===== src/rsx_pkg.sv =====
`default_nettype none
package rsx_pkg;
  // datapath and bus widths
  localparam int DW = 8;
  localparam int AXI_AW = 8;
  localparam int AXI_DW = 32;
  localparam int FILE_DEPTH = 8;
  localparam int FILE_IDX_W = 3;
  localparam int CMD_W = 14;
  // register byte offsets
  localparam logic [AXI_AW-1:0] ADDR_ACC = 8'h00;
  localparam logic [AXI_AW-1:0] ADDR_STATUS = 8'h04;
  localparam logic [AXI_AW-1:0] ADDR_CMD = 8'h08;
  localparam logic [AXI_AW-1:0] ADDR_WDOG = 8'h0c;
  localparam logic [AXI_AW-1:0] ADDR_FILE_BASE = 8'h20;
  // status register bit positions
  localparam int ST_CARRY = 0;
  localparam int ST_NIBBLE = 1;
  localparam int ST_ZERO = 2;
  localparam int ST_TIMEOUT = 3;
  localparam int ST_PDOWN = 4;
  localparam int ST_SLEEP = 5;
  // command word fields
  localparam int CMD_LIT_LSB = 0;
  localparam int CMD_IDX_LSB = 8;
  localparam int CMD_DEST_BIT = 11;
  localparam int CMD_OP_LSB = 12;
  // watchdog register fields
  localparam int WDOG_CNT_LSB = 0;
  localparam int WDOG_PRE_LSB = 8;
  // reset and clear values
  localparam logic [DW-1:0] ACC_RST = 8'h00;
  localparam logic [DW-1:0] FILE_RST = 8'h00;
  localparam logic [DW-1:0] WDOG_CLEAR = 8'h00;
  localparam logic TIMEOUT_RST = 1'b1;
  localparam logic PDOWN_RST = 1'b1;
  // bus answers
  localparam logic [1:0] RESP_OKAY = 2'b00;
  localparam logic [1:0] RESP_SLVERR = 2'b10;
  typedef enum logic [1:0] {
    rotate_left_op = 2'b00,
    rotate_right_op = 2'b01,
    literal_minus_acc_op = 2'b10,
    sleep_op = 2'b11
  } rsx_op_t;
endpackage
`default_nettype wire


===== src/rsx_core_if.sv =====
`timescale 1ns/10ps
`default_nettype none
interface rsx_core_if;
  import rsx_pkg::*;
  rsx_op_t op;
  logic [DW-1:0] literal;
  logic [DW-1:0] acc;
  logic [DW-1:0] fval;
  logic carry_in;
  logic [DW-1:0] result;
  logic carry_out;
  logic nibble_out;
  logic zero_out;
  logic sleep_go;
  logic sw_status_we;
  logic sw_timeout;
  logic sw_power_down;
  logic sw_wdog_we;
  logic [DW-1:0] sw_wdog_count;
  logic [DW-1:0] sw_wdog_prescale;
  logic sleeping;
  logic timeout_flag;
  logic power_down_flag;
  logic [DW-1:0] watchdog_counter;
  logic [DW-1:0] watchdog_prescaler;
  modport core (output op, literal, acc, fval, carry_in, sleep_go, sw_status_we, sw_timeout,
    sw_power_down, sw_wdog_we, sw_wdog_count, sw_wdog_prescale,
    input result, carry_out, nibble_out, zero_out, sleeping, timeout_flag, power_down_flag,
    watchdog_counter, watchdog_prescaler);
  modport alu (input op, literal, acc, fval, carry_in,
    output result, carry_out, nibble_out, zero_out);
  modport sleep_ctl (input sleep_go, sw_status_we, sw_timeout, sw_power_down, sw_wdog_we,
    sw_wdog_count, sw_wdog_prescale,
    output sleeping, timeout_flag, power_down_flag, watchdog_counter, watchdog_prescaler);
endinterface
`default_nettype wire


===== src/rsx_alu.sv =====
`timescale 1ns/10ps
`default_nettype none
module rsx_alu (
  rsx_core_if.alu ex
);
  import rsx_pkg::*;
  logic [DW:0] diff;
  logic [4:0] low_diff;

  // widened differences so the top bit is the borrow
  assign diff = {1'b0, ex.literal} - {1'b0, ex.acc};
  assign low_diff = {1'b0, ex.literal[3:0]} - {1'b0, ex.acc[3:0]};
  assign ex.zero_out = (diff[DW-1:0] == 8'h00);

  // result and carry per operation
  always_comb begin
    ex.result = ex.acc;
    ex.carry_out = ex.carry_in;
    ex.nibble_out = ~low_diff[4];
    unique case (ex.op)
      rotate_left_op: begin
        ex.result = {ex.fval[DW-2:0], ex.carry_in}; // RULE1
        ex.carry_out = ex.fval[DW-1]; // RULE1
      end
      rotate_right_op: begin
        ex.result = {ex.carry_in, ex.fval[DW-1:1]}; // RULE3
        ex.carry_out = ex.fval[0]; // RULE3
      end
      literal_minus_acc_op: begin
        ex.result = diff[DW-1:0]; // RULE8
        ex.carry_out = ~diff[DW]; // RULE9
      end
      sleep_op: begin
        ex.result = ex.acc;
      end
    endcase
  end
endmodule // rsx_alu
`default_nettype wire


===== src/rsx_sleep_ctl.sv =====
`timescale 1ns/10ps
`default_nettype none
module rsx_sleep_ctl (
  input wire logic aclk,
  input wire logic aresetn,
  input wire logic wake_pin,
  rsx_core_if.sleep_ctl ctl
);
  import rsx_pkg::*;
  logic wake_meta;
  logic wake_sync;
  logic sleeping, next_sleeping;
  logic timeout_flag, next_timeout_flag;
  logic power_down_flag, next_power_down_flag;
  logic [DW-1:0] watchdog_counter, next_watchdog_counter;
  logic [DW-1:0] watchdog_prescaler, next_watchdog_prescaler;

  assign ctl.sleeping = sleeping;
  assign ctl.timeout_flag = timeout_flag;
  assign ctl.power_down_flag = power_down_flag;
  assign ctl.watchdog_counter = watchdog_counter;
  assign ctl.watchdog_prescaler = watchdog_prescaler;

  // wake pin is asynchronous; only the second stage is looked at
  always_ff @(posedge aclk) begin
    if (!aresetn) begin
      wake_meta <= 1'b0;
      wake_sync <= 1'b0;
    end else begin
      wake_meta <= wake_pin;
      wake_sync <= wake_meta;
    end
  end

  // sleep entry outranks software writes; both cannot come from one bus write anyway
  always_comb begin
    next_sleeping = sleeping;
    next_timeout_flag = timeout_flag;
    next_power_down_flag = power_down_flag;
    next_watchdog_counter = watchdog_counter;
    next_watchdog_prescaler = watchdog_prescaler;
    if (ctl.sleep_go) begin
      next_power_down_flag = 1'b0; // RULE5
      next_timeout_flag = 1'b1; // RULE5
      next_watchdog_counter = WDOG_CLEAR; // RULE6
      next_watchdog_prescaler = WDOG_CLEAR; // RULE6
      next_sleeping = 1'b1; // RULE7
    end else begin
      if (sleeping && wake_sync) begin
        next_sleeping = 1'b0;
      end
      if (ctl.sw_status_we) begin
        next_timeout_flag = ctl.sw_timeout;
        next_power_down_flag = ctl.sw_power_down;
      end
      if (ctl.sw_wdog_we) begin
        next_watchdog_counter = ctl.sw_wdog_count;
        next_watchdog_prescaler = ctl.sw_wdog_prescale;
      end
    end
  end

  always_ff @(posedge aclk) begin
    if (!aresetn) begin
      sleeping <= 1'b0;
      timeout_flag <= TIMEOUT_RST;
      power_down_flag <= PDOWN_RST;
      watchdog_counter <= WDOG_CLEAR;
      watchdog_prescaler <= WDOG_CLEAR;
    end else begin
      sleeping <= next_sleeping;
      timeout_flag <= next_timeout_flag;
      power_down_flag <= next_power_down_flag;
      watchdog_counter <= next_watchdog_counter;
      watchdog_prescaler <= next_watchdog_prescaler;
    end
  end
endmodule // rsx_sleep_ctl
`default_nettype wire


===== src/rsx_exec_top.sv =====
// Operation
// [RULE1] rotate left: old carry into bit 0, old bit 7 into carry
// [RULE2] rotate left result goes to accumulator when dest 0, file register when 1
// [RULE3] rotate right: old carry into bit 7, old bit 0 into carry
// [RULE4] rotate right result goes to accumulator when dest 0, file register when 1
// [RULE5] sleep clears the power-down flag and sets the timeout flag
// [RULE6] sleep clears the watchdog counter and its prescaler
// [RULE7] after sleep the core halts execution and stops the oscillator
// [RULE8] literal minus accumulator, two's complement, result into accumulator
// [RULE9] carry and nibble flag are one unless accumulator part exceeds literal part
// [RULE10] subtract sets zero from result; rotates touch only carry
//
// Implementation choices: the address map and register access over AXI4-Lite.
`timescale 1ns/10ps
`default_nettype none
module rsx_exec_top (
  input wire logic aclk,
  input wire logic aresetn,
  input wire logic wake_pin,
  input wire logic [rsx_pkg::AXI_AW-1:0] s_axi_awaddr,
  input wire logic s_axi_awvalid,
  output logic s_axi_awready,
  input wire logic [rsx_pkg::AXI_DW-1:0] s_axi_wdata,
  input wire logic [3:0] s_axi_wstrb,
  input wire logic s_axi_wvalid,
  output logic s_axi_wready,
  output logic [1:0] s_axi_bresp,
  output logic s_axi_bvalid,
  input wire logic s_axi_bready,
  input wire logic [rsx_pkg::AXI_AW-1:0] s_axi_araddr,
  input wire logic s_axi_arvalid,
  output logic s_axi_arready,
  output logic [rsx_pkg::AXI_DW-1:0] s_axi_rdata,
  output logic [1:0] s_axi_rresp,
  output logic s_axi_rvalid,
  input wire logic s_axi_rready,
  output logic osc_stop
);
  import rsx_pkg::*;

  rsx_core_if cif();

  // bus slave holding registers
  logic aw_full, next_aw_full;
  logic [AXI_AW-1:0] aw_addr, next_aw_addr;
  logic w_full, next_w_full;
  logic [AXI_DW-1:0] w_data, next_w_data;
  logic [3:0] w_strb, next_w_strb;
  logic next_awready, next_wready, next_bvalid, next_arready, next_rvalid;
  logic [1:0] next_bresp, next_rresp;
  logic [AXI_DW-1:0] next_rdata, rd_word;
  logic rd_mapped;
  // core state
  logic [DW-1:0] acc, next_acc;
  logic carry, next_carry;
  logic nibble_borrow_inverse_bit, next_nibble_borrow_inverse_bit;
  logic zero, next_zero;
  logic [CMD_W-1:0] cmd_last, next_cmd_last;
  logic [DW-1:0] file_mem [FILE_DEPTH];
  // write decode
  logic do_write, wr_acc, wr_status, wr_cmd, wr_wdog, wr_file, wr_mapped, issue;
  logic [FILE_IDX_W-1:0] cmd_idx;
  logic cmd_dest;
  rsx_op_t cmd_op;

  assign osc_stop = cif.sleeping; // RULE7

  rsx_alu u_alu (
    .ex(cif)
  );

  rsx_sleep_ctl u_sleep (
    .aclk(aclk),
    .aresetn(aresetn),
    .wake_pin(wake_pin),
    .ctl(cif)
  );

  // a write is carried out once both address and data are held and no answer is pending
  assign do_write = aw_full && w_full && !s_axi_bvalid;
  assign wr_acc = do_write && (aw_addr[7:2] == ADDR_ACC[7:2]);
  assign wr_status = do_write && (aw_addr[7:2] == ADDR_STATUS[7:2]);
  assign wr_cmd = do_write && (aw_addr[7:2] == ADDR_CMD[7:2]);
  assign wr_wdog = do_write && (aw_addr[7:2] == ADDR_WDOG[7:2]);
  assign wr_file = do_write && (aw_addr[7:5] == ADDR_FILE_BASE[7:5]);
  assign wr_mapped = wr_acc || wr_status || wr_cmd || wr_wdog || wr_file;

  // command fields; both low byte lanes must be written to issue
  assign cmd_op = rsx_op_t'(w_data[CMD_OP_LSB +: 2]);
  assign cmd_dest = w_data[CMD_DEST_BIT];
  assign cmd_idx = w_data[CMD_IDX_LSB +: FILE_IDX_W];
  assign issue = wr_cmd && (&w_strb[1:0]) && !cif.sleeping; // RULE7

  // operands into the shared datapath
  assign cif.op = cmd_op;
  assign cif.literal = w_data[CMD_LIT_LSB +: DW];
  assign cif.acc = acc;
  assign cif.fval = file_mem[cmd_idx];
  assign cif.carry_in = carry;
  assign cif.sleep_go = issue && (cmd_op == sleep_op);
  assign cif.sw_status_we = wr_status && w_strb[0];
  assign cif.sw_timeout = w_data[ST_TIMEOUT];
  assign cif.sw_power_down = w_data[ST_PDOWN];
  assign cif.sw_wdog_we = wr_wdog && (&w_strb[1:0]);
  assign cif.sw_wdog_count = w_data[WDOG_CNT_LSB +: DW];
  assign cif.sw_wdog_prescale = w_data[WDOG_PRE_LSB +: DW];

  // write channels and response
  always_comb begin
    next_aw_full = aw_full;
    next_aw_addr = aw_addr;
    next_w_full = w_full;
    next_w_data = w_data;
    next_w_strb = w_strb;
    next_bvalid = s_axi_bvalid;
    next_bresp = s_axi_bresp;
    if (s_axi_awvalid && s_axi_awready) begin
      next_aw_full = 1'b1;
      next_aw_addr = s_axi_awaddr;
    end
    if (s_axi_wvalid && s_axi_wready) begin
      next_w_full = 1'b1;
      next_w_data = s_axi_wdata;
      next_w_strb = s_axi_wstrb;
    end
    if (do_write) begin
      next_aw_full = 1'b0;
      next_w_full = 1'b0;
      next_bvalid = 1'b1;
      next_bresp = wr_mapped ? RESP_OKAY : RESP_SLVERR;
    end else if (s_axi_bvalid && s_axi_bready) begin
      next_bvalid = 1'b0;
    end
    next_awready = !next_aw_full;
    next_wready = !next_w_full;
  end

  // read decode; reserved bits read as zero
  always_comb begin
    rd_word = '0;
    rd_mapped = 1'b1;
    if (s_axi_araddr[7:2] == ADDR_ACC[7:2]) begin
      rd_word[DW-1:0] = acc;
    end else if (s_axi_araddr[7:2] == ADDR_STATUS[7:2]) begin
      rd_word[ST_CARRY] = carry;
      rd_word[ST_NIBBLE] = nibble_borrow_inverse_bit;
      rd_word[ST_ZERO] = zero;
      rd_word[ST_TIMEOUT] = cif.timeout_flag;
      rd_word[ST_PDOWN] = cif.power_down_flag;
      rd_word[ST_SLEEP] = cif.sleeping;
    end else if (s_axi_araddr[7:2] == ADDR_CMD[7:2]) begin
      rd_word[CMD_W-1:0] = cmd_last;
    end else if (s_axi_araddr[7:2] == ADDR_WDOG[7:2]) begin
      rd_word[WDOG_CNT_LSB +: DW] = cif.watchdog_counter;
      rd_word[WDOG_PRE_LSB +: DW] = cif.watchdog_prescaler;
    end else if (s_axi_araddr[7:5] == ADDR_FILE_BASE[7:5]) begin
      rd_word[DW-1:0] = file_mem[s_axi_araddr[4:2]];
    end else begin
      rd_mapped = 1'b0;
    end
  end

  // read channel: data is captured when the address is taken
  always_comb begin
    next_rvalid = s_axi_rvalid;
    next_rdata = s_axi_rdata;
    next_rresp = s_axi_rresp;
    if (s_axi_arvalid && s_axi_arready) begin
      next_rvalid = 1'b1;
      next_rdata = rd_word;
      next_rresp = rd_mapped ? RESP_OKAY : RESP_SLVERR;
    end else if (s_axi_rvalid && s_axi_rready) begin
      next_rvalid = 1'b0;
    end
    next_arready = !next_rvalid;
  end

  always_ff @(posedge aclk) begin
    if (!aresetn) begin
      aw_full <= 1'b0;
      aw_addr <= '0;
      w_full <= 1'b0;
      w_data <= '0;
      w_strb <= '0;
      s_axi_awready <= 1'b0;
      s_axi_wready <= 1'b0;
      s_axi_bvalid <= 1'b0;
      s_axi_bresp <= RESP_OKAY;
      s_axi_arready <= 1'b0;
      s_axi_rvalid <= 1'b0;
      s_axi_rdata <= '0;
      s_axi_rresp <= RESP_OKAY;
    end else begin
      aw_full <= next_aw_full;
      aw_addr <= next_aw_addr;
      w_full <= next_w_full;
      w_data <= next_w_data;
      w_strb <= next_w_strb;
      s_axi_awready <= next_awready;
      s_axi_wready <= next_wready;
      s_axi_bvalid <= next_bvalid;
      s_axi_bresp <= next_bresp;
      s_axi_arready <= next_arready;
      s_axi_rvalid <= next_rvalid;
      s_axi_rdata <= next_rdata;
      s_axi_rresp <= next_rresp;
    end
  end

  // accumulator and flags; an issued command outranks a direct register write
  always_comb begin
    next_acc = acc;
    next_carry = carry;
    next_nibble_borrow_inverse_bit = nibble_borrow_inverse_bit;
    next_zero = zero;
    next_cmd_last = cmd_last;
    if (issue) begin
      next_cmd_last = w_data[CMD_W-1:0];
      unique case (cmd_op)
        rotate_left_op, rotate_right_op: begin
          next_carry = cif.carry_out; // RULE1 RULE3 RULE10
          if (!cmd_dest) begin
            next_acc = cif.result; // RULE2 RULE4
          end
        end
        literal_minus_acc_op: begin
          next_acc = cif.result; // RULE8
          next_carry = cif.carry_out; // RULE9
          next_nibble_borrow_inverse_bit = cif.nibble_out; // RULE9
          next_zero = cif.zero_out; // RULE10
        end
        sleep_op: begin
          next_acc = acc;
        end
      endcase
    end else if (wr_acc && w_strb[0]) begin
      next_acc = w_data[DW-1:0];
    end else if (wr_status && w_strb[0]) begin
      next_carry = w_data[ST_CARRY];
      next_nibble_borrow_inverse_bit = w_data[ST_NIBBLE];
      next_zero = w_data[ST_ZERO];
    end
  end

  always_ff @(posedge aclk) begin
    if (!aresetn) begin
      acc <= ACC_RST;
      carry <= 1'b0;
      nibble_borrow_inverse_bit <= 1'b0;
      zero <= 1'b0;
      cmd_last <= '0;
    end else begin
      acc <= next_acc;
      carry <= next_carry;
      nibble_borrow_inverse_bit <= next_nibble_borrow_inverse_bit;
      zero <= next_zero;
      cmd_last <= next_cmd_last;
    end
  end

  // file registers, one entry per generate step
  for (genvar i = 0; i < FILE_DEPTH; i++) begin : g_file
    logic [DW-1:0] next_entry;
    logic sw_hit, rot_hit;
    assign sw_hit = wr_file && w_strb[0] && (aw_addr[4:2] == FILE_IDX_W'(i));
    assign rot_hit = issue && cmd_dest && (cmd_idx == FILE_IDX_W'(i)) &&
      ((cmd_op == rotate_left_op) || (cmd_op == rotate_right_op));
    always_comb begin
      next_entry = file_mem[i];
      if (rot_hit) begin
        next_entry = cif.result; // RULE2 RULE4
      end else if (sw_hit) begin
        next_entry = w_data[DW-1:0];
      end
    end
    always_ff @(posedge aclk) begin
      if (!aresetn) begin
        file_mem[i] <= FILE_RST;
      end else begin
        file_mem[i] <= next_entry;
      end
    end
  end

  // copies of the issue cycle, read only by the checks below
  logic issue_q, dest_q, carry_q, nib_q, zero_q;
  rsx_op_t op_q;
  logic [FILE_IDX_W-1:0] idx_q;
  logic [DW-1:0] fval_q, acc_q, lit_q;
  always_ff @(posedge aclk) begin
    issue_q <= aresetn && issue;
    op_q <= cmd_op;
    dest_q <= cmd_dest;
    idx_q <= cmd_idx;
    fval_q <= cif.fval;
    acc_q <= acc;
    lit_q <= cif.literal;
    carry_q <= carry;
    nib_q <= nibble_borrow_inverse_bit;
    zero_q <= zero;
  end
endmodule // rsx_exec_top
`default_nettype wire


===== config.mk =====
export PLATFORM = sky130hd
export DESIGN_NAME = rsx_exec_top
export DESIGN_NICKNAME = d
export VERILOG_FILES = /design/src/rsx_pkg.sv /design/src/rsx_core_if.sv /design/src/rsx_alu.sv /design/src/rsx_sleep_ctl.sv /design/src/rsx_exec_top.sv
export SDC_FILE = /design/constraint.sdc
export NUM_CORES = 1
export LEC_CHECK = 0
export ABC_AREA = 1
export BUFFER_PORTS_ARGS = -buffer_cell sky130_fd_sc_hd__buf_4
export CAP_MARGIN = 40
export CORE_MARGIN = 8
export CORE_UTILIZATION = 60
export CTS_BUF_LIST = sky130_fd_sc_hd__clkbuf_4 sky130_fd_sc_hd__clkbuf_8 sky130_fd_sc_hd__clkbuf_16
export DETAILED_ROUTE_END_ITERATION = 10
export MAX_ROUTING_LAYER = met4
export PLACE_DENSITY_LB_ADDON = 0.08
export SLEW_MARGIN = 20
export SYNTH_ARGS = -nofsm -noshare
export SYNTH_HDL_FRONTEND = slang
export SYNTH_SLANG_ARGS = --single-unit
export TNS_END_PERCENT = 30

===== constraint.sdc =====
create_clock -name aclk -period 3.5 [get_ports aclk]
set_clock_uncertainty 0.05 [all_clocks]
set_input_delay 0.35 -clock aclk [delete_from_list [all_inputs] [get_ports aclk]]
set_output_delay 0.35 -clock aclk [all_outputs]
set_load 0.01 [all_outputs]

==> results.md <==
- Outcome: finished, final reports clean
- Worst-Margin Slew: 0.7052 ns
- Post-Syn Instances: 1343
- Clock buffer depth: 2
- TritonRoute pass-1 iters: 6
- Pwr/cell area: 454.7 nW/um^2
- Worst-Skew Late Latency: 0.44 ns
- Worst IR Drop VDD: 0.3227 mV
- Fin util: 0.6918
- Final count of pins violating max slew: 0
- Initial antenna violation count: 0
- Buffer and inverter count on the worst path: 2
- Cell Chain, Critical Path: ha_1 > inv_1 > fa_1 > a221oi_1 > nand2_1 > nand2_1 > clkinv_1 > nand2_1 > a21oi_1
- Max-cap violations: 0
- N_diodes: 0
- Placed Area: 9910 um^2
- Total congestion overflow: 0
- Main combinational cell family by area after synthesis: simple AND/OR/NAND/NOR gates
- Count of final hold-check violations: 0
- YS warnings: 0
- Share of cells above drive strength 1: 0.1074
- Final instance area: 10560 um^2
- First-pass GRT wire length: 47090 um
- Synth area leader: dfxtp_1
- Drt wl/cell: 18.64 um
- Synth Area in Simple Gates: 0.3369
- Critical Path Max Stage Delay: 0.58 ns
- Count leader, synth: nand2_1
- Root Driver: clkbuf_16
- Post-place setup slack: 0.8639 ns
- # rows: 45
- Slew Limit Headroom: 0.5286
- HP Class: in2reg
- GPL Wtd Cong: 1.002
- Routed Antenna Nets: 0
- CTS tree: done
- Post-CTS sizing: 0
- Clock-pin slew on the worst setup and hold paths: 0.07 ns
- Setup TNS: 0 ns
- DRT iter0 DRCs: 1357
- Routed vias/inst: 5.831
- Worst setup SP type: flip-flop
- Fmax: 362.7 MHz
- Final min period: 2.757 ns
- Number of flops mapped to enable cells by yosys: 64
- Final WL: 29970 um
- Largest net degree at the start of global routing: 61
- Synth Flop Type: dfxtp_1
- Vias in the first global route: 8726
- Port Buf Inserts: 61
- DIE HEIGHT: 141.0 um
- RSZ-0062 raised after global routing: no
- Via count: 9376
- Final Cycle Share: 0.7878
- Setup bufs post-CTS: 0
- DP Wirelength: 21300 um
- Io pins: 102
- Post-synthesis cell area: 9378 um^2
- GR Util All Layers: 0.3109
- Sequential fraction of the synthesis area: 0.4141
- Adder and majority gate portion of the synthesized area: 0.01948
- DRC viols: 0
- Syn avg cell area: 6.983 um^2
- Crit path max-delay family: compound AO/OA/AOI/OAI gates
- Library cells used by synthesis: 38
- Chip Width: 141.0 um
- Slowest CP cell: a221oi_1
- Arr. time, crit path: 2.89 ns
- Critical Path RT: 3.64 ns
- Synth area leaders: dfxtp_1 (21%), edfxtp_1 (20%), nand2_1 (16%)
- Synth Area in Compound Gates: 0.1310
- Mux share of post-synthesis cell area: 0
- Endpoint class of the critical path: flip-flop
- Num CTS Buffers: 17
- Synth top area share: 0.2092
- Area grow syn2layout: 12.57%
- Synth top cells by count: nand2_1 (396), a21oi_1 (148), nor2_1 (148)
- Clock sinks: 162
- Final setup margin: 0.7427 ns
- Setup CP Type: reg2reg
- Flops & latches, synth: 162
- FFs w/ async S/R, synth: 0
- Nets: 1458
- Initial core utilization: 0.6146
- Finish-stage setup viols: 0
- # hold bufs at CTS: 0
- Lkg Pwr: 4.845 nW
- Hold_ws: 0.06108 ns
- Die ar.: 19890 um^2
- Crit path max fanout: 9
- Post-Synth XOR/XNOR Area: 0.0009340
- Core area: 15260 um^2
- Htree depth: 4
- Most frequent CP cell: nand2_1
registers in the layout, indices dropped and copies added, names as in the netlist, 2 cells and up, named ones only:
register,count
w_strb,2
w_data,16
s_axi_rdata,16
aw_addr,6
file_mem,64
acc,8
cmd_last,14
u_sleep.ctl.watchdog_prescaler,8
u_sleep.ctl.watchdog_counter,8
worst paths after layout:
check,from,to,slack [ns],cells after the start
worst max-delay path,acc[0],file_mem[2][1],0.74,9
worst min-delay path,wake_pin,u_sleep.wake_meta,0.06,3
worst max register to register,acc[0],file_mem[2][1],0.74,9
worst min register to register,u_sleep.wake_meta,u_sleep.wake_sync,0.37,2
logic make-up after synthesis:
kind of cell | after synthesis
compound gates | 231
xor+xnor | 1
fa+ha+maj | 14
buf+inv | 205
flops | 162
other cells | 1
simple gates | 729
placed cells by master, fill, tap and decap left out, types with 34 or more instances in the layout:
cell type	count
nand2_1	396
nand4_1	34
nand3_1	114
edfxtp_1	64
buf_4	88
o21ai_0	59
nor2_1	148
inv_1	113
a21oi_1	148
dfxtp_1	98
layer usage:
metal	global-route usage	share of wire
met5	-	0
met4	0.1657	0.042
met3	0.06752	0.11
met2	0.4842	0.47
met1	0.3723	0.39
layout make-up:
type	count	area (um^2)
Inverter	121	454.2
Tap cell	211	264.0
Clock buffer	19	475.5
Timing Repair Buffer	89	675.6
Fill cell	1302	4702
Multi-Input combinational cell	993	4647
Clock inverter	13	156.4
Sequential cell	162	3884
per-stage QoR:
| step | total power [mW] | cells |
|---|---|---|
| global route | 4.950 | 1608 |
| CTS | 4.778 | 1607 |
| detailed placement | 2.814 | 1575 |
| finish | 4.800 | 1608 |
| floorplan | 2.565 | 1360 |
| global placement | 2.802 | 1575 |
where the power goes:
part / internal (mW) / total, mW / switching [mW]
clock: 1.16 / 2.00 / 0.837
sequential: 2.02 / 2.07 / 0.0513
combinational: 0.207 / 0.732 / 0.525
worst reg2reg max path, cell delays in order (launching register included):
cell	delay, ns
dfxtp_1	0.42
ha_1	0.19
inv_1	0.05
fa_1	0.45
a221oi_1	0.58
nand2_1	0.12
nand2_1	0.09
clkinv_1	0.32
nand2_1	0.16
a21oi_1	0.08
No activity file was read; power rests on OpenSTA's default activity.
